<file path="src/hdl/adcprp_consts.svh">
`ifndef ADCPRP_CONSTS_SVH
`define ADCPRP_CONSTS_SVH
// Conversion time limit in nanoseconds
`define ADCPRP_CONV_TIME_NS 2700
// Acquisition gap between conversions in nanoseconds
`define ADCPRP_ACQ_GAP_NS 600
// Clock period in nanoseconds
`define ADCPRP_CLK_PERIOD_NS 40
// Longest time rounds down to whole cycles
`define ADCPRP_CONV_CYCLES (`ADCPRP_CONV_TIME_NS / `ADCPRP_CLK_PERIOD_NS)
// Result width and low byte width
`define ADCPRP_RES_W 12
`define ADCPRP_LOW_BYTE_W 8
// Field positions of the result
`define ADCPRP_HI_NIB_MSB 11
`define ADCPRP_HI_NIB_LSB 8
// Reset value of the output latch
`define ADCPRP_RESULT_RST 12'h000
`endif

</file>
<file path="src/hdl/adcprp_pkg.sv">
`default_nettype none
package adcprp_pkg;
  typedef logic [11:0] adcprp_result_t;
  typedef enum logic [1:0] {
    ADCPRP_IDLE = 2'b00,
    ADCPRP_CONV = 2'b01,
    ADCPRP_DONE = 2'b11
  } adcprp_state_t;
endpackage
`default_nettype wire

</file>
<file path="src/hdl/adcprp_port.sv">
// Contract
// - Result right aligned, LSB on lowest pin
// - Byte select steers result onto low pins
// - Top four bits on upper pins always
// - Select, read, byte-low start conversion, busy low
// - Starting read shows previous result
// - Latch updated before busy returns high
// - Low byte read returns bits seven-zero
// - High byte read starts nothing, pins seven-four zeroed
// - Pipelined read starts conversion, returns previous
// - Third read returns low byte, restarts
// - Top four bits on upper pins every read
// - Start needs all three inputs low
// - Starts ignored while converting
// - Conversion finishes within 2.7 microseconds; busy stays low CONV_CYCLES + 1 cycles, 2720 ns by default
`include "adcprp_consts.svh"
`default_nettype none
module adcprp_port #(
  parameter int CONV_CYCLES = `ADCPRP_CONV_CYCLES
) (
  input  wire logic                    clk_sys,
  input  wire logic                    reset_n,
  input  wire logic                    chip_select_n,
  input  wire logic                    read_n,
  input  wire logic                    upper_byte_select,
  output logic                         busy_n,
  output logic [11:0]                  data_output_pins_o,
  output logic [11:0]                  data_output_pins_oe,
  input  wire adcprp_pkg::adcprp_result_t sample_data,
  input  wire logic                    sample_valid,
  output logic                         sample_ready
);
  import adcprp_pkg::*;

  // Pin synchronisers, two stages each
  // The host has no clock of ours, so every control pin is treated as
  // asynchronous; only the second stage is read by any logic.
  logic [2:0] sync1_q, sync1_d;
  logic [2:0] sync2_q, sync2_d;
  logic       cs_n_s;
  logic       rd_n_s;
  logic       ube_s;
  logic       access;
  logic       access_q, access_d;
  logic       start_cond;

  // Next values of the pin stages and of the access history
  always_comb begin
    sync1_d  = {chip_select_n, read_n, upper_byte_select};
    sync2_d  = sync1_q;
    access_d = access;
  end

  // Stages reset to idle pin levels, so no false access edge after reset
  always_ff @(posedge clk_sys or negedge reset_n) begin
    if (!reset_n) begin
      sync1_q  <= 3'b110;
      sync2_q  <= 3'b110;
      access_q <= 1'b0;
    end else begin
      sync1_q  <= sync1_d;
      sync2_q  <= sync2_d;
      access_q <= access_d;
    end
  end

  // Synchronised pin levels and the access decode
  assign cs_n_s = sync2_q[2];
  assign rd_n_s = sync2_q[1];
  assign ube_s  = sync2_q[0];
  assign access = !cs_n_s && !rd_n_s;
  // All three inputs low, on the first cycle of the access (access high, access_q low)
  assign start_cond = access && !access_q && !ube_s;

  // Sample path: converter core output passes through the buffer
  adcprp_result_t buf_data;
  logic           buf_valid, buf_ready;

  adcprp_skid #(
    .WIDTH(`ADCPRP_RES_W)
  ) u_skid (
    .clk_sys  (clk_sys),
    .reset_n  (reset_n),
    .in_valid (sample_valid),
    .in_ready (sample_ready),
    .in_data  (sample_data),
    .out_valid(buf_valid),
    .out_ready(buf_ready),
    .out_data (buf_data)
  );

  // Conversion sequencer
  // A start is taken only in idle; the counter times the conversion and
  // the result latch is loaded on its last cycle. Busy is released one
  // cycle later, so the host never sees busy high with stale data.
  // A held-low access starts once only: a new start needs the access to
  // be released and taken again, which keeps a slow host from retriggering.
  adcprp_state_t  state_q, state_d;
  logic [15:0]    cnt_q, cnt_d;
  adcprp_result_t result_q, result_d;
  logic           busy_n_q, busy_n_d;

  function automatic logic [15:0] last_count(input int cycles);
    return (cycles < 1) ? 16'd0 : 16'(cycles - 1);
  endfunction

  // Last cycle of the conversion count
  logic conv_last;
  assign conv_last = (state_q == ADCPRP_CONV) && (cnt_q == last_count(CONV_CYCLES));

  // Buffer is drained only at end of conversion
  // An empty buffer then leaves the previous result in the latch.
  assign buf_ready = conv_last;

  always_comb begin
    state_d  = state_q;
    cnt_d    = cnt_q;
    result_d = result_q;
    busy_n_d = busy_n_q;
    case (state_q)
      ADCPRP_IDLE: begin
        if (start_cond) begin
          state_d  = ADCPRP_CONV;
          cnt_d    = 16'd0;
          busy_n_d = 1'b0;
        end
      end
      ADCPRP_CONV: begin
        // Further starts ignored here
        if (conv_last) begin
          if (buf_valid) begin
            result_d = buf_data;
          end
          state_d = ADCPRP_DONE;
        end else begin
          cnt_d = cnt_q + 16'd1;
        end
      end
      ADCPRP_DONE: begin
        // Latch already updated, busy released one cycle later
        busy_n_d = 1'b1;
        state_d  = ADCPRP_IDLE;
      end
      default: begin
        state_d  = ADCPRP_IDLE;
        busy_n_d = 1'b1;
      end
    endcase
  end

  always_ff @(posedge clk_sys or negedge reset_n) begin
    if (!reset_n) begin
      state_q  <= ADCPRP_IDLE;
      cnt_q    <= 16'd0;
      result_q <= `ADCPRP_RESULT_RST;
      busy_n_q <= 1'b1;
    end else begin
      state_q  <= state_d;
      cnt_q    <= cnt_d;
      result_q <= result_d;
      busy_n_q <= busy_n_d;
    end
  end

  assign busy_n = busy_n_q;

  // Top four result bits, shown on the upper pins, and on the low lane for high-byte reads
  function automatic logic [3:0] top_nibble(input adcprp_result_t r);
    return r[`ADCPRP_HI_NIB_MSB:`ADCPRP_HI_NIB_LSB];
  endfunction

  // Pin word for one access: full word, or top nibble on the low lane
  function automatic logic [11:0] pin_word(input adcprp_result_t r, input logic upper);
    logic [11:0] w;
    w = r;
    if (upper) begin
      w[7:0] = {4'h0, top_nibble(r)};
    end
    // Top nibble always on upper pins
    w[11:8] = top_nibble(r);
    return w;
  endfunction

  // Output data mux, registered; latch holds old data during conversion
  // The pins follow the synchronised access with one cycle of lag, so a
  // host must allow three clock cycles from its strobe to valid data.
  logic [11:0] dout_q, dout_d;
  logic [11:0] oe_q, oe_d;

  // Next pin data and enables
  always_comb begin
    dout_d = pin_word(result_q, ube_s);
    oe_d   = access ? 12'hFFF : 12'h000;
  end

  always_ff @(posedge clk_sys or negedge reset_n) begin
    if (!reset_n) begin
      dout_q <= 12'h000;
      oe_q   <= 12'h000;
    end else begin
      dout_q <= dout_d;
      oe_q   <= oe_d;
    end
  end

  assign data_output_pins_o  = dout_q;
  assign data_output_pins_oe = oe_q;
endmodule
`default_nettype wire

</file>
<file path="src/hdl/adcprp_skid.sv">
`include "adcprp_consts.svh"
`default_nettype none
module adcprp_skid #(
  parameter int WIDTH = 12
) (
  input  wire logic             clk_sys,
  input  wire logic             reset_n,
  input  wire logic             in_valid,
  output logic                  in_ready,
  input  wire logic [WIDTH-1:0] in_data,
  output logic                  out_valid,
  input  wire logic             out_ready,
  output logic [WIDTH-1:0]      out_data
);
  // Two-entry store, pointers and count
  logic [WIDTH-1:0] mem_q [2];
  logic [WIDTH-1:0] mem_d [2];
  logic             wr_q, wr_d, rd_q, rd_d;
  logic [1:0]       cnt_q, cnt_d;
  logic             push, pop;

  assign in_ready  = (cnt_q != 2'd2);
  assign out_valid = (cnt_q != 2'd0);
  assign out_data  = mem_q[rd_q];
  assign push      = in_valid && in_ready;
  assign pop       = out_valid && out_ready;

  // Next-state for pointers, count and storage
  always_comb begin
    mem_d = mem_q;
    wr_d  = wr_q;
    rd_d  = rd_q;
    cnt_d = cnt_q;
    if (push) begin
      mem_d[wr_q] = in_data;
      wr_d        = ~wr_q;
    end
    if (pop) begin
      rd_d = ~rd_q;
    end
    if (push && !pop) begin
      cnt_d = cnt_q + 2'd1;
    end else if (pop && !push) begin
      cnt_d = cnt_q - 2'd1;
    end
  end

  // Registers
  always_ff @(posedge clk_sys or negedge reset_n) begin
    if (!reset_n) begin
      mem_q[0] <= '0;
      mem_q[1] <= '0;
      wr_q     <= 1'b0;
      rd_q     <= 1'b0;
      cnt_q    <= 2'd0;
    end else begin
      mem_q <= mem_d;
      wr_q  <= wr_d;
      rd_q  <= rd_d;
      cnt_q <= cnt_d;
    end
  end
endmodule
`default_nettype wire

</file>
<file path="config.mk">
export PLATFORM = sky130hd
export DESIGN_NAME = adcprp_port
export DESIGN_NICKNAME = d
export VERILOG_FILES = /design/src/hdl/adcprp_pkg.sv /design/src/hdl/adcprp_port.sv /design/src/hdl/adcprp_skid.sv
export VERILOG_INCLUDE_DIRS = /design/src /design/src/hdl
export SDC_FILE = /design/constraint.sdc
export NUM_CORES = 1
export LEC_CHECK = 0
export BUFFER_PORTS_ARGS = -buffer_cell sky130_fd_sc_hd__buf_2
export CAP_MARGIN = 20
export CORE_MARGIN = 4
export CORE_UTILIZATION = 60
export CTS_BUF_LIST = sky130_fd_sc_hd__clkbuf_4
export DETAILED_ROUTE_END_ITERATION = 16
export GPL_TIMING_DRIVEN = 0
export PLACE_DENSITY = 0.82
export SKIP_LAST_GASP = 1
export SLEW_MARGIN = 20
export SYNTH_ARGS = -nofsm -noshare
export SYNTH_HDL_FRONTEND = slang
export SYNTH_SLANG_ARGS = --single-unit
</file>
<file path="constraint.sdc">
create_clock -name clk_sys -period 4.5 [get_ports clk_sys]
set_input_delay 0 -clock clk_sys [delete_from_list [all_inputs] [get_ports clk_sys]]
set_output_delay 0 -clock clk_sys [all_outputs]
set_load 0.1 [all_outputs]
</file>
==> reports/metrics.cfg <==
[outcome]
outcome=finished, final reports clean

[critical_path]
worst-path-max-fanout=10
worstPathArrival_ps=3160
path_class=flop to flop
crit_path_end_kind=flop
worstSetupStartpointType=flop
crit_required_ps=4850

[cells_and_area]
syn_to_final_growth_pct=20.29
final_cell_mix=dfrtp_1, buf_2, mux2_2, mux2_1, dlygate4sd3_1
final_common_cell=dfrtp_1
final_util=0.7421
layout.cells.non_filler=414
regArea_mm2=0.001958
multi_input_area_mm2=0.001256
diodes=0
final_nets=359
layout-drive-gt1-share=0.3567
fillCellCount=367
stdcell_area_mm2=0.004086

[placed_design]
place_congestion=0.8567
placed_cell_area_mm2=0.003732
dp_cells=381
port_buffers=43
hpwl_um=4555
dp_slack_ps=1713

[timing]
whs_ps=70.97
max_slew_margin=0.5369
final-max-slew-violation-count=0
final.setup.worst_slack_ps=1685
setup_viol=0
worstMarginPinSlew_ps=692.3
fin_crit_sh=0.6255
final.setup.tns_ps=0
hold_violations=0
clock.fmax_mhz=355.3
skew_ps=10.96
period_minus_slack_ps=2815
rsz0062_at_grt=false

[route]
wl_per_cell_um=16.36
routed_wl_um=6773
drtIter0Drc=105
post-route-drc-count=0
drt_first_pass_iters=4
drtAntennaViolNets=0
viasPerCell=5.507
vias=2280

[worst_hold_path]
hold_path.class=input pin to async pin

[global_route]
grt_pass1_vias=2400
grt_pass1_wl_um=11690
antenna_found_initial=0
grtUsageTotal=0.2134
grt_max_degree=63
overflow=0

[clocking]
hold_buffers=18
cts_tree=done
cts_buffer_depth=2
clock-sinks=78
ctsResizeCount=0
cts_buffers=9
cts_root_buffer=clkbuf_4
insertion_delay_ps=420
cts_setup_buffers=0
path_clk_slew_ps=120
htree_num_levels=3

[power_and_ir_drop]
power.total_mw=1.818
ir_drop_mv=0.2891
power.density_mw_per_mm2=444.9
power_leakage_nw=2.011

[yosys]
synth_cells=265
syn_nets=286
ys_ff_latch=78
synth_area_mm2=0.003397
syn_area_per_cell_um2=12.82
yosysWarnings=0
yosysUniqueCellTypes=45
ys_seq_area_frac=0.5764

[die]
start_util=0.6169
chipWidth_um=83.25
dieArea_mm2=0.006930
die_y_um=83.25
ioPinCount=44
rows=27
core_area_mm2=0.005507

[run]
drv_cap=0

final cells by class:
type | count | area share
sequential | 78 | 0.4792
multi-input combinational | 154 | 0.3074
timing repair buffer | 62 | 0.1041
buffer | 25 | 0.03735
clock inverter | 5 | 0.02419
tap | 72 | 0.02205
clock buffer | 10 | 0.01837
inverter | 8 | 0.007348
sequential cells by signal, summed over array words and instances (netlist names):
register	cells
sync1_q	3
state_q	2
data_output_pins_o	12
data_output_pins_oe	1
busy_n	1
u_skid.rd_q	1
cnt_q	16
result_q	12
u_skid.mem_q	24
sync2_q	3
u_skid.cnt_q	2
u_skid.wr_q	1
power by group:
| group | internal (mW) | switching, mW | total [mW] |
|---|---|---|---|
| Combinational | 0.203 | 0.205 | 0.408 |
| Clock | 0.282 | 0.226 | 0.508 |
| Sequential | 0.831 | 0.0709 | 0.902 |
| Total | 1.32 | 0.502 | 1.82 |
layer usage:
layer	vias to the layer above	track usage	wire, µm
li1	1089	-	-
met1	1127	0.2645	2914
met2	51	0.3571	3494
met3	13	0.04365	237
met4	0	0.1010	127
met5	-	0	0
final timing paths:
check	startpoint	to	slack [ps]	cells past startpoint
hold reg to reg	sync1_q[0]	sync2_q[0]	360	0
setup / recovery	cnt_q[11]	u_skid.cnt_q[1]	1690	8
setup reg to reg	cnt_q[11]	u_skid.cnt_q[1]	1690	8
hold / removal	reset_n	busy_n	70	2
min in group clk_sys	read_n	sync1_q[1]	220	2
max in group asynchronous	reset_n	data_output_pins_o[8]	3320	3
critical path, stage by stage, from the launching register on:
cell and delay, ps:
dfrtp_1 480, nor4_1 530, nand4_1 300, nor3_2 480, buf_4 300, inv_2 40, ha_1 320, nor2_1 140
xor2_1 150
synthesized netlist by cell type, drive strengths merged:
cell type | n | area [µm²]
nand2 | 10 | 37.54
a21oi | 11 | 55.05
a41oi | 4 | 42.55
nor3b | 1 | 7.510
nor2 | 7 | 26.28
xnor2 | 2 | 17.52
a21o | 1 | 7.510
nor3 | 6 | 35.03
o21ai | 4 | 20.01
clkbuf | 7 | 26.28
nand2b | 3 | 18.77
nor4b | 1 | 15.01
and3 | 3 | 18.77
dfstp | 5 | 131.4
xor2 | 3 | 26.28
a22o | 1 | 8.760
nand3 | 7 | 35.03
nand4 | 2 | 12.51
nor2b | 6 | 45.04
dfrtp | 73 | 1827
a31oi | 10 | 62.56
inv | 8 | 30.03
a211o | 1 | 8.760
or3 | 2 | 17.52
or4 | 2 | 18.77
o21a | 4 | 30.03
a221o | 2 | 20.02
mux2 | 52 | 585.6
buf | 18 | 126.4
nor4 | 4 | 31.28
a31o | 1 | 8.760
ha | 3 | 37.54
and2 | 1 | 6.260
cells by family (layout without fill, tap and decap cells):
family | count (synthesis) | in the layout | share of synthesized area
AO/OA/AOI/OAI | 39 | 39 | 0.07772
XOR/XNOR | 5 | 5 | 0.01289
adder cells (fa/ha/maj) | 3 | 3 | 0.01105
buffers and inverters | 33 | 110 | 0.05378
flip-flops | 78 | 78 | 0.5764
multiplexers | 52 | 52 | 0.1724
AND/OR/NAND/NOR | 55 | 55 | 0.09577
Note: power is estimated with default switching activity, not from simulation.
